File: config.mk
export PLATFORM = sky130hd
export DESIGN_NAME = lcs_link_regs
export DESIGN_NICKNAME = d
export VERILOG_FILES = /design/src/rtl/lcs_pkg.sv /design/src/rtl/lcs_link_cfg.sv /design/src/rtl/lcs_static_fwd.sv /design/src/rtl/lcs_link_regs.sv
export SDC_FILE = /design/constraint.sdc
export NUM_CORES = 1
export LEC_CHECK = 0
export BUFFER_PORTS_ARGS = -buffer_cell sky130_fd_sc_hd__buf_2
export CORE_ASPECT_RATIO = 2
export CORE_MARGIN = 3
export CORE_UTILIZATION = 57
export DETAILED_ROUTE_END_ITERATION = 6
export HOLD_SLACK_MARGIN = 0.15
export PLACE_DENSITY = 0.86
export REMOVE_ABC_BUFFERS = 1
export SLEW_MARGIN = 25
export SYNTH_ARGS = -nofsm -noshare
export SYNTH_HDL_FRONTEND = slang
export SYNTH_SLANG_ARGS = --single-unit
File: constraint.sdc
create_clock -name CORE_CLK_IN -period 18.6 [get_ports CORE_CLK_IN]
set_input_delay 3.72 -clock CORE_CLK_IN [delete_from_list [all_inputs] [get_ports CORE_CLK_IN]]
set_output_delay 3.72 -clock CORE_CLK_IN [all_outputs]
set_load 0.05 [all_outputs]
File: src/rtl/lcs_pkg.sv
package lcs_pkg;
   // ----------------------------------------
   // Bus geometry
   // ----------------------------------------
   localparam int unsigned NUM_LINKS = 8;
   localparam int unsigned ADDR_W = 12;
   localparam int unsigned DATA_W = 32;
   localparam logic [1:0] WORD_ALIGN = 2'h0;
   // Register indices; byte address is four times the index
   localparam logic [9:0] CFG_BASE_IDX = 10'h080;
   localparam logic [9:0] STATIC_BASE_IDX = 10'h0A0;
   localparam logic [31:0] UNMAPPED_DATA = 32'h0000_0000;

   // ----------------------------------------
   // Link configuration fields
   // ----------------------------------------
   localparam int unsigned CFG_EN_BIT = 31;
   localparam int unsigned CFG_WIDE_BIT = 30;
   localparam int unsigned CFG_ERR_BIT = 27;
   localparam int unsigned CFG_CRED_ISSUED_BIT = 26;
   localparam int unsigned CFG_CRED_HELD_BIT = 25;
   localparam int unsigned CFG_GREET_BIT = 24;
   localparam int unsigned CFG_RESYNC_BIT = 23;
   localparam int unsigned GAP_W = 11;
   localparam int unsigned TRANS_GAP_LSB = 11;
   localparam int unsigned TRANS_GAP_MSB = 21;
   localparam int unsigned TOKEN_GAP_LSB = 0;
   localparam int unsigned TOKEN_GAP_MSB = 10;

   // ----------------------------------------
   // Static forwarding fields
   // ----------------------------------------
   localparam int unsigned STATIC_EN_BIT = 31;
   localparam int unsigned CHAN_W = 5;
   localparam int unsigned CHAN_LSB = 0;
   localparam int unsigned CHAN_MSB = 4;

   // ----------------------------------------
   // Reset values
   // ----------------------------------------
   localparam logic EN_RST = 1'h0;
   localparam logic WIDE_RST = 1'h0;
   localparam logic ERR_RST = 1'h0;
   localparam logic PULSE_RST = 1'h0;
   localparam logic [GAP_W-1:0] GAP_RST = 11'h000;
   localparam logic [CHAN_W-1:0] CHAN_RST = 5'h00;
endpackage

File: src/rtl/lcs_link_cfg.sv
module lcs_link_cfg
   import lcs_pkg::*;
(
   // Clock and reset
   input wire logic clk_in,
   input wire logic rst_in,
   // Register access, already decoded for this link
   input wire logic wr_in,
   input wire logic rd_in,
   input wire logic [DATA_W-1:0] wdata_in,
   // Link events and credit state
   input wire logic rx_ovf_in,
   input wire logic bad_tok_in,
   input wire logic cred_issued_in,
   input wire logic cred_held_in,
   // Controls
   output logic en_out,
   output logic wide_out,
   output logic greet_out,
   output logic resync_out,
   output logic err_out,
   output logic [GAP_W-1:0] trans_gap_out,
   output logic [GAP_W-1:0] tok_gap_out,
   output logic [DATA_W-1:0] rdata_out
);
   logic en_ff, wide_ff, err_ff, greet_ff, resync_ff;
   logic [GAP_W-1:0] trans_gap_ff, tok_gap_ff;
   wire logic err_evt = rx_ovf_in | bad_tok_in;
   // Set beats the read clear, so an error in the read cycle survives
   wire logic nxt_err = err_evt | (err_ff & ~rd_in);
   wire logic nxt_greet = wr_in & wdata_in[CFG_GREET_BIT];
   wire logic nxt_resync = wr_in & wdata_in[CFG_RESYNC_BIT];

   always_ff @(posedge clk_in or posedge rst_in) begin
      if (rst_in) begin
         en_ff <= EN_RST;
         wide_ff <= WIDE_RST;
         err_ff <= ERR_RST;
         greet_ff <= PULSE_RST;
         resync_ff <= PULSE_RST;
         trans_gap_ff <= GAP_RST;
         tok_gap_ff <= GAP_RST;
      end else begin
         err_ff <= nxt_err;
         greet_ff <= nxt_greet;
         resync_ff <= nxt_resync;
         if (wr_in) begin
            en_ff <= wdata_in[CFG_EN_BIT];
            wide_ff <= wdata_in[CFG_WIDE_BIT];
            trans_gap_ff <= wdata_in[TRANS_GAP_MSB:TRANS_GAP_LSB];
            tok_gap_ff <= wdata_in[TOKEN_GAP_MSB:TOKEN_GAP_LSB];
         end
      end
   end

   assign en_out = en_ff;
   assign wide_out = wide_ff;
   assign err_out = err_ff;
   assign greet_out = greet_ff;
   assign resync_out = resync_ff;
   assign trans_gap_out = trans_gap_ff;
   assign tok_gap_out = tok_gap_ff;
   // Self-clearing bits read back as zero
   always_comb begin
      rdata_out = '0;
      rdata_out[CFG_EN_BIT] = en_ff;
      rdata_out[CFG_WIDE_BIT] = wide_ff;
      rdata_out[CFG_ERR_BIT] = err_ff;
      rdata_out[CFG_CRED_ISSUED_BIT] = cred_issued_in;
      rdata_out[CFG_CRED_HELD_BIT] = cred_held_in;
      rdata_out[TRANS_GAP_MSB:TRANS_GAP_LSB] = trans_gap_ff;
      rdata_out[TOKEN_GAP_MSB:TOKEN_GAP_LSB] = tok_gap_ff;
   end

   AST_ERR_SET: assert property (@(posedge clk_in) disable iff (rst_in)
      err_evt |=> err_ff) else $error("error flag missed an event");
   AST_ERR_CLR: assert property (@(posedge clk_in) disable iff (rst_in)
      rd_in && !err_evt |=> !err_ff) else $error("error flag not cleared by read");
   AST_GREET_ONE: assert property (@(posedge clk_in) disable iff (rst_in)
      greet_ff && !$past(wr_in) |-> 1'b0) else $error("greeting pulse without write");
endmodule // lcs_link_cfg

File: src/rtl/lcs_static_fwd.sv
module lcs_static_fwd
   import lcs_pkg::*;
(
   // Clock and reset
   input wire logic clk_in,
   input wire logic rst_in,
   // Register access, already decoded for this link
   input wire logic wr_in,
   input wire logic [DATA_W-1:0] wdata_in,
   // Forwarding controls
   output logic fwd_en_out,
   output logic [CHAN_W-1:0] chan_out,
   output logic [DATA_W-1:0] rdata_out
);
   logic fwd_en_ff;
   logic [CHAN_W-1:0] chan_ff;

   always_ff @(posedge clk_in or posedge rst_in) begin
      if (rst_in) begin
         fwd_en_ff <= EN_RST;
         chan_ff <= CHAN_RST;
      end else if (wr_in) begin
         fwd_en_ff <= wdata_in[STATIC_EN_BIT];
         chan_ff <= wdata_in[CHAN_MSB:CHAN_LSB];
      end
   end

   assign fwd_en_out = fwd_en_ff;
   assign chan_out = chan_ff;
   always_comb begin
      rdata_out = '0;
      rdata_out[STATIC_EN_BIT] = fwd_en_ff;
      rdata_out[CHAN_MSB:CHAN_LSB] = chan_ff;
   end

   AST_STATIC_CHAN: assert property (@(posedge clk_in) disable iff (rst_in)
      wr_in |=> chan_ff == $past(wdata_in[CHAN_MSB:CHAN_LSB])) else $error("channel end not stored");
endmodule // lcs_static_fwd

File: src/rtl/lcs_link_regs.sv
// Functional notes
// - Config bit 31 enables the link when one, disables when zero; resets zero.
// - The enable bit also hands shared port pins over to the link.
// - Config bit 30 picks two-wire (zero) or five-wire (one) mode; resets zero.
// - Bit 27 sets on receive overflow or bad token, clears when read.
// - Read-only bit 26 shows this end has granted credit to the far end.
// - Read-only bit 25 shows this end holds credit to transmit.
// - Writing one to bit 24 drops own credit and sends the greeting token.
// - Writing one to bit 23 resets the receiver; next symbol opens a token.
// - Bits 21:11 give system clocks between transitions inside a token; reset zero.
// - Bits 10:0 give system clocks between successive tokens; reset zero.
// - Static bit 31 sends all received packets to one channel end, unrouted.
// - Static bits 4:0 name the destination channel end; reset zero.
// - Each bank has eight registers in link order C, D, A, B, G, H, E, F.
//
// The plain strobed port is this design's own decision.
module lcs_link_regs
   import lcs_pkg::*;
(
   // Clock and reset
   input wire logic CORE_CLK_IN,
   input wire logic RST_IN,
   // Register port
   input wire logic [ADDR_W-1:0] ADDR_IN,
   input wire logic [DATA_W-1:0] WR_DATA_IN,
   input wire logic WR_STB_IN,
   input wire logic RD_STB_IN,
   output logic [DATA_W-1:0] RD_DATA_OUT,
   // Link events and credit state, one bit per link
   input wire logic [NUM_LINKS-1:0] RX_OVERFLOW_IN,
   input wire logic [NUM_LINKS-1:0] BAD_TOKEN_IN,
   input wire logic [NUM_LINKS-1:0] CREDIT_ISSUED_IN,
   input wire logic [NUM_LINKS-1:0] CREDIT_HELD_IN,
   // Link controls
   output logic [NUM_LINKS-1:0] LINK_EN_OUT,
   output logic [NUM_LINKS-1:0] PIN_MUX_SEL_OUT,
   output logic [NUM_LINKS-1:0] WIDE_MODE_OUT,
   output logic [NUM_LINKS-1:0] LINK_ERR_OUT,
   output logic [NUM_LINKS-1:0] GREET_INIT_OUT,
   output logic [NUM_LINKS-1:0] RX_RESYNC_OUT,
   output logic [NUM_LINKS*GAP_W-1:0] TRANS_GAP_OUT,
   output logic [NUM_LINKS*GAP_W-1:0] TOKEN_GAP_OUT,
   // Static forwarding
   output logic [NUM_LINKS-1:0] STATIC_FWD_EN_OUT,
   output logic [NUM_LINKS*CHAN_W-1:0] STATIC_CHAN_OUT
);
   // ----------------------------------------
   // Address decode
   // ----------------------------------------
   // Word index i of a bank is link position i in C, D, A, B, G, H, E, F order
   function automatic logic link_hit(input logic [ADDR_W-1:0] addr, input logic [9:0] base,
                                     input logic [2:0] idx);
      link_hit = (addr[1:0] == WORD_ALIGN) && (addr[ADDR_W-1:2] == base + {7'h00, idx});
   endfunction

   logic [NUM_LINKS-1:0] cfg_hit;
   logic [NUM_LINKS-1:0] st_hit;
   logic [DATA_W-1:0] cfg_rdata [NUM_LINKS];
   logic [DATA_W-1:0] st_rdata [NUM_LINKS];
   logic [DATA_W-1:0] rd_data_ff;
   logic [DATA_W-1:0] nxt_rd_data;
   wire logic any_hit = |{cfg_hit, st_hit};

   // ----------------------------------------
   // Per-link register banks
   // ----------------------------------------
   genvar gi;
   generate
      for (gi = 0; gi < NUM_LINKS; gi++) begin : g_link
         assign cfg_hit[gi] = link_hit(ADDR_IN, CFG_BASE_IDX, 3'(gi));
         assign st_hit[gi] = link_hit(ADDR_IN, STATIC_BASE_IDX, 3'(gi));

         lcs_link_cfg u_cfg (
            .clk_in(CORE_CLK_IN),
            .rst_in(RST_IN),
            .wr_in(WR_STB_IN & cfg_hit[gi]),
            .rd_in(RD_STB_IN & cfg_hit[gi]),
            .wdata_in(WR_DATA_IN),
            .rx_ovf_in(RX_OVERFLOW_IN[gi]),
            .bad_tok_in(BAD_TOKEN_IN[gi]),
            .cred_issued_in(CREDIT_ISSUED_IN[gi]),
            .cred_held_in(CREDIT_HELD_IN[gi]),
            .en_out(LINK_EN_OUT[gi]),
            .wide_out(WIDE_MODE_OUT[gi]),
            .greet_out(GREET_INIT_OUT[gi]),
            .resync_out(RX_RESYNC_OUT[gi]),
            .err_out(LINK_ERR_OUT[gi]),
            .trans_gap_out(TRANS_GAP_OUT[gi*GAP_W +: GAP_W]),
            .tok_gap_out(TOKEN_GAP_OUT[gi*GAP_W +: GAP_W]),
            .rdata_out(cfg_rdata[gi])
         );

         lcs_static_fwd u_st (
            .clk_in(CORE_CLK_IN),
            .rst_in(RST_IN),
            .wr_in(WR_STB_IN & st_hit[gi]),
            .wdata_in(WR_DATA_IN),
            .fwd_en_out(STATIC_FWD_EN_OUT[gi]),
            .chan_out(STATIC_CHAN_OUT[gi*CHAN_W +: CHAN_W]),
            .rdata_out(st_rdata[gi])
         );

         // Pins follow the enable flop itself, so mux and link never disagree
         assign PIN_MUX_SEL_OUT[gi] = LINK_EN_OUT[gi];

         // ----------------------------------------
         // Checks per link
         // ----------------------------------------
         AST_EN_WR: assert property (@(posedge CORE_CLK_IN) disable iff (RST_IN)
            WR_STB_IN && cfg_hit[gi] |=> LINK_EN_OUT[gi] == $past(WR_DATA_IN[CFG_EN_BIT])
                                         && PIN_MUX_SEL_OUT[gi] == LINK_EN_OUT[gi])
            else $error("link enable not taken from write");
         AST_WIDE_HOLD: assert property (@(posedge CORE_CLK_IN) disable iff (RST_IN)
            !(WR_STB_IN && cfg_hit[gi]) |=> $stable(WIDE_MODE_OUT[gi]))
            else $error("wire mode changed without a write");
         AST_TRANS_GAP: assert property (@(posedge CORE_CLK_IN) disable iff (RST_IN)
            WR_STB_IN && cfg_hit[gi] |=>
               TRANS_GAP_OUT[gi*GAP_W +: GAP_W] == $past(WR_DATA_IN[TRANS_GAP_MSB:TRANS_GAP_LSB]))
            else $error("transition spacing not stored");
         AST_TOKEN_GAP: assert property (@(posedge CORE_CLK_IN) disable iff (RST_IN)
            WR_STB_IN && cfg_hit[gi] |=>
               TOKEN_GAP_OUT[gi*GAP_W +: GAP_W] == $past(WR_DATA_IN[TOKEN_GAP_MSB:TOKEN_GAP_LSB]))
            else $error("token spacing not stored");
         AST_GREET: assert property (@(posedge CORE_CLK_IN) disable iff (RST_IN)
            WR_STB_IN && cfg_hit[gi] && WR_DATA_IN[CFG_GREET_BIT] |=> GREET_INIT_OUT[gi])
            else $error("greeting token not requested");
         AST_RESYNC: assert property (@(posedge CORE_CLK_IN) disable iff (RST_IN)
            !(WR_STB_IN && cfg_hit[gi] && WR_DATA_IN[CFG_RESYNC_BIT]) |=> !RX_RESYNC_OUT[gi])
            else $error("receiver reset did not self-clear");
         AST_CRED_READ: assert property (@(posedge CORE_CLK_IN) disable iff (RST_IN)
            RD_STB_IN && cfg_hit[gi] |=>
               RD_DATA_OUT[CFG_CRED_ISSUED_BIT] == $past(CREDIT_ISSUED_IN[gi])
               && RD_DATA_OUT[CFG_CRED_HELD_BIT] == $past(CREDIT_HELD_IN[gi]))
            else $error("credit status misread");
         AST_ERR_READ: assert property (@(posedge CORE_CLK_IN) disable iff (RST_IN)
            RD_STB_IN && cfg_hit[gi] |=> RD_DATA_OUT[CFG_ERR_BIT] == $past(LINK_ERR_OUT[gi]))
            else $error("error flag misread");
         AST_STATIC_EN: assert property (@(posedge CORE_CLK_IN) disable iff (RST_IN)
            WR_STB_IN && st_hit[gi] |=> STATIC_FWD_EN_OUT[gi] == $past(WR_DATA_IN[STATIC_EN_BIT]))
            else $error("static forwarding enable not stored");
         AST_GREET_CLEAR: assert property (@(posedge CORE_CLK_IN) disable iff (RST_IN)
            !(WR_STB_IN && cfg_hit[gi] && WR_DATA_IN[CFG_GREET_BIT]) |=> !GREET_INIT_OUT[gi])
            else $error("greeting request did not self-clear");
         AST_MODE_READ: assert property (@(posedge CORE_CLK_IN) disable iff (RST_IN)
            RD_STB_IN && cfg_hit[gi] |=>
               RD_DATA_OUT[CFG_WIDE_BIT] == $past(WIDE_MODE_OUT[gi])
               && RD_DATA_OUT[CFG_EN_BIT] == $past(LINK_EN_OUT[gi]))
            else $error("enable or wire mode misread");
         AST_STATIC_READ: assert property (@(posedge CORE_CLK_IN) disable iff (RST_IN)
            RD_STB_IN && st_hit[gi] |=>
               RD_DATA_OUT[STATIC_EN_BIT] == $past(STATIC_FWD_EN_OUT[gi])
               && RD_DATA_OUT[CHAN_MSB:CHAN_LSB] == $past(STATIC_CHAN_OUT[gi*CHAN_W +: CHAN_W]))
            else $error("static forwarding register misread");
      end
   endgenerate

   // ----------------------------------------
   // Read path
   // ----------------------------------------
   // At most one hit per address; unmapped words read as zero
   always_comb begin
      nxt_rd_data = UNMAPPED_DATA;
      for (int i = 0; i < NUM_LINKS; i++) begin
         if (cfg_hit[i]) begin
            nxt_rd_data = cfg_rdata[i];
         end
         if (st_hit[i]) begin
            nxt_rd_data = st_rdata[i];
         end
      end
   end

   // Data are captured on each read strobe and held until the next one
   always_ff @(posedge CORE_CLK_IN or posedge RST_IN) begin
      if (RST_IN) begin
         rd_data_ff <= UNMAPPED_DATA;
      end else if (RD_STB_IN) begin
         rd_data_ff <= nxt_rd_data;
      end
   end

   assign RD_DATA_OUT = rd_data_ff;

   AST_UNMAPPED: assert property (@(posedge CORE_CLK_IN) disable iff (RST_IN)
      RD_STB_IN && !any_hit |=> RD_DATA_OUT == UNMAPPED_DATA)
      else $error("unmapped read not zero");
   // Read data must stand until the next read strobe
   AST_RD_HOLD: assert property (@(posedge CORE_CLK_IN) disable iff (RST_IN)
      !RD_STB_IN |=> $stable(RD_DATA_OUT))
      else $error("read data changed without a read");
endmodule // lcs_link_regs

; ---- After elaboration in Yosys (flattened, before gate mapping)
; Index checks and enable logic that the tools add are counted.
[word_totals]
register_bits = 296
word_cells = 194
in_bits = 80
out_inout_bits = 304
[op_classes]
n_reduce_logical = 17
mux = 16
bitwise_logic = 72
n_eq_ne = 16
[ops]
columns = operator, count
row1 = 32-bit 2-to-1 mux, 16
row2 = "10-bit by 8-bit == test with 1-bit output, second input constant", 16
row3 = 1-bit AND, 48
row4 = 1-bit logical AND, 16
row5 = 1-bit bitwise OR, 16
row6 = 1-bit inverter, 8
row7 = 2-bit zero test, 1

; ---- Longest topological paths before layout
; Gate-level depths: netlist of run 1.
[depth]
depth_word = 18
ltp_mapped = 8
depth_no_buf = 5

; ---- By module
; From an unflattened synthesis of run 1, not the netlist that was laid out.
[hier_totals]
hier_cells = 2065
hier_area_um2 = 21136.5
[by_module_without_submodules]
columns = mod, cells_each, instances, area_each_um2, seq_area_each_um2
row1 = lcs_link_cfg, 93, 8, 1332.5, 675.6
row2 = lcs_link_regs, 945, 1, 6482.5, 800.8
row3 = lcs_static_fwd, 47, 8, 499.2, 150.1

; ---- Least setup slack after synthesis of run 1
; OpenSTA, ideal clock, no wires.
[synth_path]
kind = input-to-reg
startpoint = in ADDR_IN[1]
endpoint = reg g_link[1].u_cfg.en_ff
t_arrival_ns = 5.450
path_stages = 7
path_slack_ns = 13.025
required_time_ns = 18.475
setup_time_ns = 0.125
path_buffers = 2
cell_sequence = or4_1 > nor4_4 > and3_1 > buf_4 > nand2_4 > buf_6 > mux2_4
[synth_via]
elab_chain_len = 3
[synth_lines]
columns = item, line
row1 = from (decl), lcs_link_regs.sv:24  ; input wire logic [ADDR_W-1:0] ADDR_IN,
row2 = 2-bit zero test, lcs_link_regs.sv:53  ; link_hit = (addr[1:0] == WORD_ALIGN) && (addr[ADDR_W-1:2] == base + {7'h00, idx});
row3 = 1-bit logical AND, lcs_link_regs.sv:53
row4 = 1-bit AND, lcs_link_regs.sv:76  ; .wr_in(WR_STB_IN & cfg_hit[gi]),
row5 = to (signal assigned), lcs_link_cfg.sv:48  ; en_ff <= wdata_in[CFG_EN_BIT];
row6 = to (decl), lcs_link_cfg.sv:26  ; logic en_ff, wide_ff, err_ff, greet_ff, resync_ff;
; Every way passes these cells.
; A chain may end at the register's enable or synchronous reset.

; ---- Worst setup path after layout of run 1
[layout_path]
startpoint = in ADDR_IN[2]
endpoint = reg g_link[3].u_cfg.trans_gap_ff[1]
[layout_via]
elab_chain_len = 3
[layout_lines]
columns = item, line
row1 = 10-bit by 8-bit == test with 1-bit output, lcs_link_regs.sv:53
row2 = 1-bit logical AND, lcs_link_regs.sv:53
row3 = 1-bit AND, lcs_link_regs.sv:76
row4 = to (signal assigned), lcs_link_cfg.sv:50  ; trans_gap_ff <= wdata_in[TRANS_GAP_MSB:TRANS_GAP_LSB];
row5 = to (decl), lcs_link_cfg.sv:27  ; logic [GAP_W-1:0] trans_gap_ff, tok_gap_ff;
; Every way passes these cells.

==> report_table.html, run 1 <==
<table>
<tr><th>Metric</th><th>Value</th></tr>
<tr><th colspan="2">Status</th></tr>
<tr><td>Outcome</td><td>finished, final reports clean</td></tr>
<tr><th colspan="2">Synthesis</th></tr>
<tr><td>Area share of the largest cell type after synthesis</td><td>between 50% and 60%</td></tr>
<tr><td>Unique cell type count in the Yosys netlist</td><td>63</td></tr>
<tr><td>Leading cell types by count after synthesis</td><td>291 x sky130_fd_sc_hd__dfrtp_1, 205 x sky130_fd_sc_hd__mux2_2, 68 x sky130_fd_sc_hd__buf_4, 40 x sky130_fd_sc_hd__mux2_4, 40 x sky130_fd_sc_hd__nor2_1</td></tr>
<tr><td>Area contributors post-synth</td><td>sky130_fd_sc_hd__dfrtp_1 53%, sky130_fd_sc_hd__mux2_2 17%, sky130_fd_sc_hd__mux2_4 4.4%</td></tr>
<tr><td>Number of enable flip-flop cells after synthesis</td><td>0</td></tr>
<tr><td>Synthesized netlist cell count</td><td>1,041</td></tr>
<tr><td>Cell with the most instances after synthesis</td><td>sky130_fd_sc_hd__dfrtp_1</td></tr>
<tr><td>Sequential element share of the synthesized area</td><td>between 50% and 60%</td></tr>
<tr><td>Post-synth ARST share</td><td>between 90% and 100%</td></tr>
<tr><td>Yosys top cell by area</td><td>sky130_fd_sc_hd__dfrtp_1</td></tr>
<tr><td>Post-synthesis instance area</td><td>between 10,000 and 15,000 sq um</td></tr>
<tr><td>Count of yosys warnings during synthesis</td><td>0</td></tr>
<tr><td>Number of register bits inferred by synthesis</td><td>~290</td></tr>
<tr><td>Average footprint of a synthesized cell</td><td>13.1 sq um</td></tr>
<tr><td>Prevailing post-synth register cell</td><td>sky130_fd_sc_hd__dfrtp_1</td></tr>
<tr><th colspan="2">Clocking</th></tr>
<tr><td>Resized cells post-CTS</td><td>0</td></tr>
<tr><td>Post-CTS setup buffers</td><td>0</td></tr>
<tr><td>Count of hold buffers inserted by post-cts repair</td><td>0</td></tr>
<tr><td>Clock-pin slew on the worst setup and hold paths</td><td>roughly 0.070 ns</td></tr>
<tr><td>Worst-skew pair later-pin latency</td><td>between 0.5 and 0.6 ns</td></tr>
<tr><td>Buffers from clock root to sink, at most</td><td>3</td></tr>
<tr><td>Clock tree from TritonCTS</td><td>yes</td></tr>
<tr><td>CTS sink cnt</td><td>a little under 300</td></tr>
<tr><td>Clock root buffer</td><td>sky130_fd_sc_hd__clkbuf_16</td></tr>
<tr><td>CTS HTree Levels</td><td>1</td></tr>
<tr><td>CTS Buf Count</td><td>27</td></tr>
<tr><th colspan="2">Die</th></tr>
<tr><td>Width of the die</td><td>115 um</td></tr>
<tr><td>Die Height</td><td>~220 um</td></tr>
<tr><td>Total I/O pin count</td><td>between 300 and 400</td></tr>
<tr><td>Starting Density</td><td>around 58%</td></tr>
<tr><td>CORE AREA</td><td>23,400 sq um</td></tr>
<tr><td>Total number of placement rows</td><td>79</td></tr>
<tr><td>Overall die area</td><td>25,900 sq um</td></tr>
<tr><th colspan="2">Critical path</th></tr>
<tr><td>Most numerous cell on the critical path</td><td>sky130_fd_sc_hd__buf_4</td></tr>
<tr><td>Cells along the critical path</td><td>buf_2 -&gt; nor2b_1 -&gt; buf_4 -&gt; nand2_1 -&gt; nor2_2 -&gt; buf_4 -&gt; nand2_1 -&gt; buf_4 -&gt; mux2_2</td></tr>
<tr><td>Launching element type of the critical path</td><td>input pin</td></tr>
<tr><td>Delay of the slowest cell on the worst path</td><td>between 0.5 and 0.6 ns</td></tr>
<tr><td>Cell with the biggest individual delay on the critical path</td><td>sky130_fd_sc_hd__buf_2</td></tr>
<tr><td>Worst Path Class, Setup</td><td>input pin to register</td></tr>
<tr><td>Worst-path fanout max</td><td>29</td></tr>
<tr><td>CP Data Arrival Time</td><td>6.67 ns</td></tr>
<tr><td>Register-to-register setup slack</td><td>between 15 and 20 ns</td></tr>
<tr><td>Critical path capture point type</td><td>register</td></tr>
<tr><td>Required time of the critical path</td><td>19.02 ns</td></tr>
<tr><th colspan="2">Routing</th></tr>
<tr><td>Total via count in the routed design</td><td>approximately 11,000</td></tr>
<tr><td>Wire length per cell</td><td>about 28 um</td></tr>
<tr><td>Count of antenna-violating nets left after detailed routing</td><td>0</td></tr>
<tr><td>Total routed wirelength</td><td>between 40 and 50 mm</td></tr>
<tr><td>First drt pass iteration count</td><td>6</td></tr>
<tr><td>Post-route DRC</td><td>0</td></tr>
<tr><td>Initial drt markers</td><td>1,246</td></tr>
<tr><td>Ratio of routed vias to standard cells</td><td>roughly 6.6</td></tr>
<tr><th colspan="2">Timing</th></tr>
<tr><td>Setup violations, final</td><td>0</td></tr>
<tr><td>Normalized max-slew margin</td><td>a little under a quarter</td></tr>
<tr><td>Number of hold violations in the final report</td><td>0</td></tr>
<tr><td>Max Clk Rate</td><td>around 160 MHz</td></tr>
<tr><td>Period Utilization, post-route</td><td>about 34%</td></tr>
<tr><td>Minimum setup slack in the final design</td><td>roughly 12 ns</td></tr>
<tr><td>Sum Neg Setup Slack</td><td>0 ns</td></tr>
<tr><td>RSZ-0062 raised after global routing</td><td>false</td></tr>
<tr><td>Worst clock skew</td><td>~0.0068 ns</td></tr>
<tr><td>Transition time at the pin with the least slew margin</td><td>roughly 1.1 ns</td></tr>
<tr><td>Max-slew violations</td><td>0</td></tr>
<tr><td>Final Critical Period</td><td>between 6 and 7 ns</td></tr>
<tr><th colspan="2">Final layout</th></tr>
<tr><td>Share of post-route cells with drive strength above 1</td><td>a little over half</td></tr>
<tr><td>FILL cells</td><td>between 1,500 and 2,000</td></tr>
<tr><td>Final layout net count</td><td>around 1,400</td></tr>
<tr><td>P&amp;R area growth vs syn</td><td>19.9%</td></tr>
<tr><th colspan="2">GRT</th></tr>
<tr><td>Number of antenna violations at the first check in global routing</td><td>4</td></tr>
<tr><td>Largest net degree at the start of global routing</td><td>135</td></tr>
<tr><td>GR Overflow Total</td><td>0</td></tr>
<tr><td>Vias in the first global route</td><td>11,100</td></tr>
<tr><td>Total track usage</td><td>about a third</td></tr>
<tr><td>Global-route wire length before repair</td><td>68.3 mm</td></tr>
<tr><th colspan="2">Placement</th></tr>
<tr><td>DP HPWL</td><td>31.1 mm</td></tr>
<tr><td>Setup slack after placement</td><td>around 12 ns</td></tr>
<tr><td>Total of buffers placed on input and output ports</td><td>approximately 370</td></tr>
<tr><td>Global placer's final weighted congestion</td><td>0.997</td></tr>
<tr><th colspan="2">Job</th></tr>
<tr><td>Count of maximum capacitance violations</td><td>0</td></tr>
<tr><th colspan="2">Power</th></tr>
<tr><td>Total power per unit cell area</td><td>83.7 nW/um^2</td></tr>
<tr><td>Peak ir drop on the vdd network</td><td>0.104 mV</td></tr>
<tr><td>Reported leakage power</td><td>a little under 9 nW</td></tr>
<tr><th colspan="2">Hold path</th></tr>
<tr><td>Type of the tightest min-delay check</td><td>register to register</td></tr>
</table>
## layout by cell type (no fill, tap or decap), types with 7 or more instances in the layout
master                      count
sky130_fd_sc_hd__buf_2        372
sky130_fd_sc_hd__clkbuf_16     27
sky130_fd_sc_hd__mux2_4        40
sky130_fd_sc_hd__a31oi_1       25
sky130_fd_sc_hd__nor2_1        39
sky130_fd_sc_hd__a221oi_1      25
sky130_fd_sc_hd__o21ai_0        7
sky130_fd_sc_hd__a22oi_1       24
sky130_fd_sc_hd__clkbuf_8       7
sky130_fd_sc_hd__dfrtp_1      291
sky130_fd_sc_hd__buf_4         23
sky130_fd_sc_hd__nand3_1       28
sky130_fd_sc_hd__a211o_1       12
sky130_fd_sc_hd__and3_1        13
sky130_fd_sc_hd__a22o_1        24
sky130_fd_sc_hd__a21oi_1       16
sky130_fd_sc_hd__bufinv_16      7
sky130_fd_sc_hd__nand2_1       32
sky130_fd_sc_hd__mux2_2       205
sky130_fd_sc_hd__a222oi_1      20
## worst max-delay path: cells and delay by family
kind,cells,cell delay (ns)
simple gates,4,1.02
buf+inv,4,1.53
mux,1,0.33
## cell type report
type                       instances  area (sq um)  share of cell area, %
multi-input combinational        619          5570                   34.1
clock inverter                    13           249                   1.52
clock buffer                      36           779                   4.77
sequential                       291          7280                   44.6
tap                              283           354                   2.17
inverter                           5          26.3                  0.161
timing repair buffer             397          2070                   12.7
antenna                            2          5.00                 0.0306
## logic make-up (layout without fill, tap and decap cells)
group / Yosys count / in the layout / synth area share [%]
AOI/OAI and AO/OA: 191 / 191 / 11.0
xor gates and xnor gates: 1 / 1 / 0.0643
buffers and inverters: 135 / 451 / 5.95
DFF: 291 / 291 / 53.5
muxes: 257 / 257 / 22.7
other: 1 / 7 / 0.0275
and+or+nand+nor: 165 / 165 / 6.76
## layer usage
metal | vias up | global-route usage, % | part of all wire [%]
met3 | 213 | 6.38 | 8.9
li1 | 4476 | - | -
met4 | 2 | 21.2 | 7.3
met1 | 5404 | 39.7 | 33
met2 | 786 | 59.3 | 51
met5 | - | 0 | 0.015
## flip-flops by register name (all words and copies together) (netlist names)
name,cells
g_link.u_cfg.trans_gap_out,88
RD_DATA_OUT,27
g_link.u_st.chan_out,40
g_link.u_cfg.greet_out,8
g_link.u_cfg.tok_gap_out,88
g_link.u_cfg.err_out,8
g_link.u_st.fwd_en_out,8
g_link.u_cfg.wide_out,8
g_link.u_cfg.en_out,8
g_link.u_cfg.resync_out,8
## where the power goes
group | total, mW | internal [mW] | switching (mW)
sequential | 0.642 | 0.638 | 0.00425
clock | 0.634 | 0.391 | 0.243
combinational | 0.0903 | 0.0206 | 0.0697
## stage by stage
step | power (mW) | std cells | instance area (sq um) | utilization [%] | hold slack [ns]
after floorplan | 0.702 | 915 | 12800 | - | 0.772
after global placement | 0.741 | 1594 | 15300 | 65.2 | 0.488
after detailed placement | 0.743 | 1594 | 15300 | 65.2 | 0.494
after CTS | 1.37 | 1643 | 16300 | 69.6 | 0.530
after global routing | 1.40 | 1645 | 16300 | 69.7 | 0.547
final | 1.37 | 1646 | 16300 | 69.7 | 0.526
## path summary, 6_finish.rpt
kind | from | endpoint | cells past startpoint
worst min-delay path | g_link[1].u_st.chan_out[3] | g_link[1].u_st.chan_out[3] | 1
worst max-delay path | ADDR_IN[2] | g_link[3].u_cfg.trans_gap_out[1] | 9
max in group asynchronous | RST_IN | g_link[3].u_cfg.trans_gap_out[5] | 4
worst max register to register | g_link[1].u_st.chan_out[2] | RD_DATA_OUT[2] | 5
min in group asynchronous | RST_IN | g_link[2].u_cfg.greet_out | 2
worst min register to register | g_link[1].u_st.chan_out[3] | g_link[1].u_st.chan_out[3] | 1
Note: power is estimated with default switching activity, not from simulation.
==> inputs of run 2 (changes only) <==
- CORE_UTILIZATION: 57 -> 53
- PLACE_DENSITY: 0.86 -> 0.81
- clock period: 18.6 -> 5.8 ns (I/O delays scaled with it)
==> report_table.html, run 2 (synthesized netlist as in run 1, its figures left out) <==
<table>
<tr><th>Metric</th><th>Value</th></tr>
<tr><th colspan="2">Final layout</th></tr>
<tr><td>FILL cells</td><td>between 1,500 and 2,000</td></tr>
<tr><td>Share of post-route cells with drive strength above 1</td><td>approximately 52%</td></tr>
<tr><td>Antenna diode count</td><td>0</td></tr>
<tr><td>Final layout net count</td><td>between 1,000 and 1,500</td></tr>
<tr><td>Most frequent cells in the layout</td><td>372 x sky130_fd_sc_hd__buf_2, 291 x sky130_fd_sc_hd__dfrtp_1, 205 x sky130_fd_sc_hd__mux2_2, 40 x sky130_fd_sc_hd__mux2_4, 39 x sky130_fd_sc_hd__nor2_1</td></tr>
<tr><td>Layout Utilization</td><td>roughly two thirds</td></tr>
<tr><td>Non-filler instance count after layout</td><td>about 1,700</td></tr>
<tr><td>Most common cell after layout, fill and taps aside</td><td>sky130_fd_sc_hd__buf_2</td></tr>
<tr><td>P&amp;R area growth vs syn</td><td>20.1%</td></tr>
<tr><th colspan="2">Die</th></tr>
<tr><td>Die Height</td><td>between 200 and 250 um</td></tr>
<tr><td>Starting Density</td><td>between 50% and 60%</td></tr>
<tr><td>Width of the die</td><td>approximately 120 um</td></tr>
<tr><td>CORE AREA</td><td>between 20,000 and 30,000 sq um</td></tr>
<tr><td>Total I/O pin count</td><td>about 380</td></tr>
<tr><td>Total number of placement rows</td><td>a little over 80</td></tr>
<tr><td>Overall die area</td><td>about 28,000 sq um</td></tr>
<tr><th colspan="2">Placement</th></tr>
<tr><td>DP HPWL</td><td>31.8 mm</td></tr>
<tr><td>Total of buffers placed on input and output ports</td><td>between 300 and 400</td></tr>
<tr><td>Global placer's final weighted congestion</td><td>between 1 and 1.5</td></tr>
<tr><td>Setup slack after placement</td><td>between 1.5 and 2 ns</td></tr>
<tr><td>Cells after DPL</td><td>around 1,700</td></tr>
<tr><th colspan="2">Critical path</th></tr>
<tr><td>Launching element type of the critical path</td><td>input pin</td></tr>
<tr><td>Required time of the critical path</td><td>about 6.2 ns</td></tr>
<tr><td>Worst Path Class, Setup</td><td>input pin to register</td></tr>
<tr><td>CP Data Arrival Time</td><td>4.17 ns</td></tr>
<tr><td>Worst-path fanout max</td><td>24</td></tr>
<tr><td>Critical path capture point type</td><td>register</td></tr>
<tr><th colspan="2">Routing</th></tr>
<tr><td>Initial drt markers</td><td>~900</td></tr>
<tr><td>Count of antenna-violating nets left after detailed routing</td><td>0</td></tr>
<tr><td>Post-route DRC</td><td>1</td></tr>
<tr><td>Total via count in the routed design</td><td>around 11,000</td></tr>
<tr><td>Ratio of routed vias to standard cells</td><td>6.28</td></tr>
<tr><td>Wire length per cell</td><td>roughly 27 um</td></tr>
<tr><td>First drt pass iteration count</td><td>7</td></tr>
<tr><td>Total routed wirelength</td><td>45.4 mm</td></tr>
<tr><th colspan="2">Timing</th></tr>
<tr><td>RSZ-0062 raised after global routing</td><td>false</td></tr>
<tr><td>Max-slew violations</td><td>0</td></tr>
<tr><td>Transition time at the pin with the least slew margin</td><td>0.868 ns</td></tr>
<tr><td>Max Clk Rate</td><td>roughly 270 MHz</td></tr>
<tr><td>Final Critical Period</td><td>around 3.8 ns</td></tr>
<tr><td>Period Utilization, post-route</td><td>between 60 and 70%</td></tr>
<tr><td>Worst clock skew</td><td>0.00846 ns</td></tr>
<tr><td>Normalized max-slew margin</td><td>between 40% and 50%</td></tr>
<tr><td>Number of hold violations in the final report</td><td>0</td></tr>
<tr><td>Setup violations, final</td><td>0</td></tr>
<tr><td>Minimum setup slack in the final design</td><td>roughly 2.0 ns</td></tr>
<tr><th colspan="2">Clocking</th></tr>
<tr><td>Count of hold buffers inserted by post-cts repair</td><td>0</td></tr>
<tr><td>Post-CTS setup buffers</td><td>0</td></tr>
<tr><td>Worst-skew pair later-pin latency</td><td>between 0.5 and 0.6 ns</td></tr>
<tr><td>CTS HTree Levels</td><td>1</td></tr>
<tr><td>Buffers from clock root to sink, at most</td><td>3</td></tr>
<tr><td>CTS Buf Count</td><td>26</td></tr>
<tr><td>Clock-pin slew on the worst setup and hold paths</td><td>0.07 ns</td></tr>
<tr><td>CTS sink cnt</td><td>between 200 and 300</td></tr>
<tr><td>Resized cells post-CTS</td><td>0</td></tr>
<tr><td>Clock root buffer</td><td>sky130_fd_sc_hd__clkbuf_16</td></tr>
<tr><td>Clock tree from TritonCTS</td><td>yes</td></tr>
<tr><th colspan="2">Hold path</th></tr>
<tr><td>Type of the tightest min-delay check</td><td>register to register</td></tr>
<tr><th colspan="2">GRT</th></tr>
<tr><td>GR Overflow Total</td><td>0</td></tr>
<tr><td>Largest net degree at the start of global routing</td><td>around 130</td></tr>
<tr><td>Vias in the first global route</td><td>between 10,000 and 15,000</td></tr>
<tr><td>Number of antenna violations at the first check in global routing</td><td>1</td></tr>
<tr><td>Global-route wire length before repair</td><td>around 67 mm</td></tr>
<tr><td>Total track usage</td><td>about a third</td></tr>
<tr><th colspan="2">Power</th></tr>
<tr><td>Total power per unit cell area</td><td>roughly 260 nW/um^2</td></tr>
<tr><td>Power share of the clock group</td><td>~45%</td></tr>
<tr><td>Flop pwr share</td><td>about half</td></tr>
<tr><td>Switching component of the power</td><td>1.00 mW</td></tr>
<tr><td>Combinational power share</td><td>under 10%</td></tr>
<tr><td>Switching fraction of total power</td><td>23.6%</td></tr>
<tr><td>Peak ir drop on the vdd network</td><td>roughly 0.31 mV</td></tr>
<tr><td>Internal</td><td>3.24 mW</td></tr>
<tr><td>Reported leakage power</td><td>approximately 8.8 nW</td></tr>
<tr><th colspan="2">Job</th></tr>
<tr><td>Count of maximum capacitance violations</td><td>0</td></tr>
<tr><th colspan="2">Status</th></tr>
<tr><td>Outcome</td><td>complete, but fails checks</td></tr>
<tr><td>Violations in the final reports</td><td>design-rule violations</td></tr>
</table>
-- run 2: cell types whose count changed in the layout (fill, tap and decap cells not counted), sizes merged --
| cell | before | now |
|---|---|---|
| inv | 5 | 6 |
| buf | 397 | 399 |
| bufinv | 7 | 4 |
| clkinv | 4 | 5 |
| diode | 2 | 0 |
-- run 2: worst max-delay path, stage by stage --
cell and delay [ns]:
sky130_fd_sc_hd__buf_2 0.16, sky130_fd_sc_hd__nor4b_2 0.61, sky130_fd_sc_hd__nand2_1 0.42, sky130_fd_sc_hd__nor2_2 0.18, sky130_fd_sc_hd__buf_4 0.41, sky130_fd_sc_hd__nand2_1 0.49
sky130_fd_sc_hd__buf_4 0.40, sky130_fd_sc_hd__mux2_2 0.32
-- run 2: worst paths after layout --
| check | start | end | slack [ns] | cells after the start |
|---|---|---|---|---|
| worst min register to register | g_link[5].u_cfg.err_out | g_link[5].u_cfg.err_out | 0.52 | 1 |
| worst min-delay path | g_link[5].u_cfg.err_out | g_link[5].u_cfg.err_out | 0.52 | 1 |
| max in group asynchronous | RST_IN | g_link[3].u_st.chan_out[0] | 3.84 | 3 |
| min in group asynchronous | RST_IN | g_link[4].u_cfg.greet_out | 0.70 | 2 |
| worst max-delay path | ADDR_IN[5] | g_link[2].u_cfg.trans_gap_out[1] | 2.05 | 8 |
| worst max register to register | g_link[1].u_st.chan_out[2] | RD_DATA_OUT[2] | 3.73 | 5 |
-- run 2: cell type report --
type / instances / area [sq um] / share of cell area, %
inverter: 5 / 26.3 / 0.161
sequential: 291 / 7280 / 44.5
timing repair buffer: 399 / 2110 / 12.9
clock inverter: 12 / 169 / 1.03
tap: 336 / 420 / 2.57
multi-input combinational: 619 / 5570 / 34.0
clock buffer: 36 / 790 / 4.82
-- run 2: power groups by stage --
stage / sequential, mW / combinational [mW] / clock (mW)
6_report: 2.06 / 0.288 / 1.90
5_1_grt: 2.06 / 0.307 / 2.01
3_5_place_dp: 2.10 / 0.288 / 0
4_1_cts: 2.06 / 0.289 / 1.93
3_3_place_gp: 2.10 / 0.283 / 0
2_1_floorplan: 2.16 / 0.0907 / 0
-- run 2: per-stage QoR --
stage	area (sq um)	setup TNS (ns)	total power [mW]	hold WS [ns]
final	16400	0	4.25	0.522
after global routing	16400	0	4.38	0.548
after CTS	16400	0	4.28	0.521
after detailed placement	15400	0	2.39	0.501
after global placement	15400	0	2.38	0.495
after floorplan	12800	-987.67	2.25	0.772
-- run 2: metal layers --
layer,GRT usage (%),vias to the layer above,wire [um]
met3,4.67,172,3190
li1,-,4462,-
met1,36.7,5362,15600
met2,55.5,659,23400
met5,0,-,13
met4,20.3,2,3220
==> inputs of run 3 (changes only) <==
- clock period: 5.8 -> 3.9 ns (I/O delays scaled with it)
==> report_table.html, run 3 (synthesized netlist as in run 1, its figures left out) <==
<table>
<tr><th>Metric</th><th>Value</th></tr>
<tr><th colspan="2">Clocking</th></tr>
<tr><td>Resized cells post-CTS</td><td>0</td></tr>
<tr><td>CTS Buf Count</td><td>26</td></tr>
<tr><td>Clock-pin slew on the worst setup and hold paths</td><td>approximately 0.060 ns</td></tr>
<tr><td>Post-CTS setup buffers</td><td>0</td></tr>
<tr><td>CTS HTree Levels</td><td>1</td></tr>
<tr><td>Buffers from clock root to sink, at most</td><td>3</td></tr>
<tr><td>Clock tree from TritonCTS</td><td>yes</td></tr>
<tr><td>Count of hold buffers inserted by post-cts repair</td><td>0</td></tr>
<tr><td>Clock root buffer</td><td>sky130_fd_sc_hd__clkbuf_16</td></tr>
<tr><td>Worst-skew pair later-pin latency</td><td>0.54 ns</td></tr>
<tr><td>CTS sink cnt</td><td>about 290</td></tr>
<tr><th colspan="2">Timing</th></tr>
<tr><td>Worst clock skew</td><td>0.0103 ns</td></tr>
<tr><td>Worst hold-check slack</td><td>0.285 ns</td></tr>
<tr><td>Number of hold violations in the final report</td><td>0</td></tr>
<tr><td>Max-slew violations</td><td>0</td></tr>
<tr><td>Minimum setup slack in the final design</td><td>around 1.2 ns</td></tr>
<tr><td>Final Critical Period</td><td>between 2 and 3 ns</td></tr>
<tr><td>Period Utilization, post-route</td><td>between 60% and 70%</td></tr>
<tr><td>Transition time at the pin with the least slew margin</td><td>a little under 0.8 ns</td></tr>
<tr><td>Normalized max-slew margin</td><td>46.5%</td></tr>
<tr><td>Max Clk Rate</td><td>369 MHz</td></tr>
<tr><td>Setup violations, final</td><td>0</td></tr>
<tr><td>Sum Neg Setup Slack</td><td>0 ns</td></tr>
<tr><td>RSZ-0062 raised after global routing</td><td>false</td></tr>
<tr><th colspan="2">Final layout</th></tr>
<tr><td>Finished layout cell area</td><td>between 15,000 and 20,000 sq um</td></tr>
<tr><td>Share of post-route cells with drive strength above 1</td><td>a little over half</td></tr>
<tr><td>Most frequent cells in the layout</td><td>372 x sky130_fd_sc_hd__buf_2, 291 x sky130_fd_sc_hd__dfrtp_1, 205 x sky130_fd_sc_hd__mux2_2, 40 x sky130_fd_sc_hd__mux2_4, 39 x sky130_fd_sc_hd__nor2_1</td></tr>
<tr><td>Final layout net count</td><td>approximately 1,400</td></tr>
<tr><td>P&amp;R area growth vs syn</td><td>20.0%</td></tr>
<tr><td>Antenna diode count</td><td>0</td></tr>
<tr><td>Most common cell after layout, fill and taps aside</td><td>sky130_fd_sc_hd__buf_2</td></tr>
<tr><th colspan="2">Placement</th></tr>
<tr><td>Global placer's final weighted congestion</td><td>between 1 and 1.5</td></tr>
<tr><td>Dpl cell area</td><td>15,500 sq um</td></tr>
<tr><td>Total of buffers placed on input and output ports</td><td>372</td></tr>
<tr><td>Setup slack after placement</td><td>slightly below 0.7 ns</td></tr>
<tr><td>DP HPWL</td><td>between 30 and 40 mm</td></tr>
<tr><th colspan="2">Hold path</th></tr>
<tr><td>Type of the tightest min-delay check</td><td>input pin to asynchronous set/reset pin</td></tr>
<tr><th colspan="2">GRT</th></tr>
<tr><td>Number of antenna violations at the first check in global routing</td><td>1</td></tr>
<tr><td>Vias in the first global route</td><td>about 11,000</td></tr>
<tr><td>Largest net degree at the start of global routing</td><td>between 90 and 100</td></tr>
<tr><td>Global-route wire length before repair</td><td>between 60 and 70 mm</td></tr>
<tr><td>Total track usage</td><td>32.2%</td></tr>
<tr><td>GR Overflow Total</td><td>0</td></tr>
<tr><th colspan="2">Power</th></tr>
<tr><td>Internal</td><td>4.65 mW</td></tr>
<tr><td>Peak ir drop on the vdd network</td><td>approximately 0.35 mV</td></tr>
<tr><td>Power share of the clock group</td><td>a little over two fifths</td></tr>
<tr><td>Flop pwr share</td><td>around 50%</td></tr>
<tr><td>Total power per unit cell area</td><td>375 nW/um^2</td></tr>
<tr><td>Combinational power share</td><td>under 10%</td></tr>
<tr><td>Total design power</td><td>around 6.1 mW</td></tr>
<tr><td>Reported leakage power</td><td>between 8 and 9 nW</td></tr>
<tr><td>Switching fraction of total power</td><td>between 20% and 30%</td></tr>
<tr><td>Switching component of the power</td><td>roughly 1.5 mW</td></tr>
<tr><th colspan="2">Critical path</th></tr>
<tr><td>Launching element type of the critical path</td><td>input pin</td></tr>
<tr><td>CP Data Arrival Time</td><td>~3.2 ns</td></tr>
<tr><td>Worst Path Class, Setup</td><td>input pin to register</td></tr>
<tr><td>Register-to-register setup slack</td><td>approximately 1.8 ns</td></tr>
<tr><td>Required time of the critical path</td><td>~4.4 ns</td></tr>
<tr><td>Critical path capture point type</td><td>register</td></tr>
<tr><td>Worst-path fanout max</td><td>19</td></tr>
<tr><th colspan="2">Die</th></tr>
<tr><td>Total number of placement rows</td><td>82</td></tr>
<tr><td>Overall die area</td><td>between 20,000 and 30,000 sq um</td></tr>
<tr><td>Total I/O pin count</td><td>~380</td></tr>
<tr><td>Die Height</td><td>between 200 and 250 um</td></tr>
<tr><td>CORE AREA</td><td>~25,000 sq um</td></tr>
<tr><td>Width of the die</td><td>approximately 120 um</td></tr>
<tr><td>Starting Density</td><td>between 50% and 60%</td></tr>
<tr><th colspan="2">Routing</th></tr>
<tr><td>Post-route DRC</td><td>0</td></tr>
<tr><td>First drt pass iteration count</td><td>6</td></tr>
<tr><td>Total routed wirelength</td><td>45.7 mm</td></tr>
<tr><td>Initial drt markers</td><td>a little over 900</td></tr>
<tr><td>Wire length per cell</td><td>approximately 27 um</td></tr>
<tr><td>Ratio of routed vias to standard cells</td><td>around 6.3</td></tr>
<tr><td>Count of antenna-violating nets left after detailed routing</td><td>0</td></tr>
<tr><td>Total via count in the routed design</td><td>between 10,000 and 15,000</td></tr>
<tr><th colspan="2">Job</th></tr>
<tr><td>Count of maximum capacitance violations</td><td>0</td></tr>
<tr><th colspan="2">Status</th></tr>
<tr><td>Outcome</td><td>finished, final reports clean</td></tr>
</table>
run 3: cell count changes in the layout (fill, tap and decap cells not counted), sizes merged:
cell and delta:
buf +9, clkbuf -3, bufinv -1, clkinv -1, inv -1
run 3: metal layers:
layer | track usage [%] | wire length [um] | share of wire [%]
met5 | 0 | 13 | 0.028
met4 | 22.6 | 3600 | 7.9
met3 | 4.65 | 2940 | 6.4
met2 | 55.5 | 23400 | 51
met1 | 36.4 | 15700 | 34
run 3: power by group through the flow:
stage                     logic, mW  registers, mW  clock network (mW)
after floorplan               0.135           3.21                   0
after global placement        0.426           3.12                   0
after detailed placement      0.433           3.12                   0
after CTS                     0.435           3.06                2.67
after global routing          0.464           3.06                2.78
final                         0.435           3.06                2.64
run 3: layout make-up:
type	instances	area, sq um
Timing Repair Buffer	408	2190
Inverter	5	26.3
Tap cell	336	420
Clock inverter	9	125
Multi-Input combinational cell	619	5570
Fill cell	1947	8790
Sequential cell	291	7280
Clock buffer	33	728
run 3: worst max-delay path: stages:
cell	delay (ns)
sky130_fd_sc_hd__buf_2	0.15
sky130_fd_sc_hd__nor4b_2	0.65
sky130_fd_sc_hd__nand2_1	0.47
sky130_fd_sc_hd__nor2_2	0.35
sky130_fd_sc_hd__buf_4	0.38
sky130_fd_sc_hd__a222oi_1	0.17
sky130_fd_sc_hd__a31oi_1	0.19
run 3: path summary, 6_finish.rpt:
kind | from | end | cells after the start
max reg2reg | g_link[1].u_st.chan_out[2] | RD_DATA_OUT[2] | 5
min | RST_IN | g_link[5].u_cfg.greet_out | 2
max in group asynchronous | RST_IN | RD_DATA_OUT[18] | 3
min in group CORE_CLK_IN | BAD_TOKEN_IN[1] | g_link[1].u_cfg.err_out | 2
min reg2reg | g_link[1].u_cfg.err_out | g_link[1].u_cfg.err_out | 1
max | ADDR_IN[5] | RD_DATA_OUT[18] | 7
run 3: through the flow:
step / instances / utilization, %
after CTS: 1701 / 65.0
final: 1701 / 65.0
after detailed placement: 1659 / 61.6
after floorplan: 915 / -
after global placement: 1659 / 61.6
after global routing: 1701 / 65.0
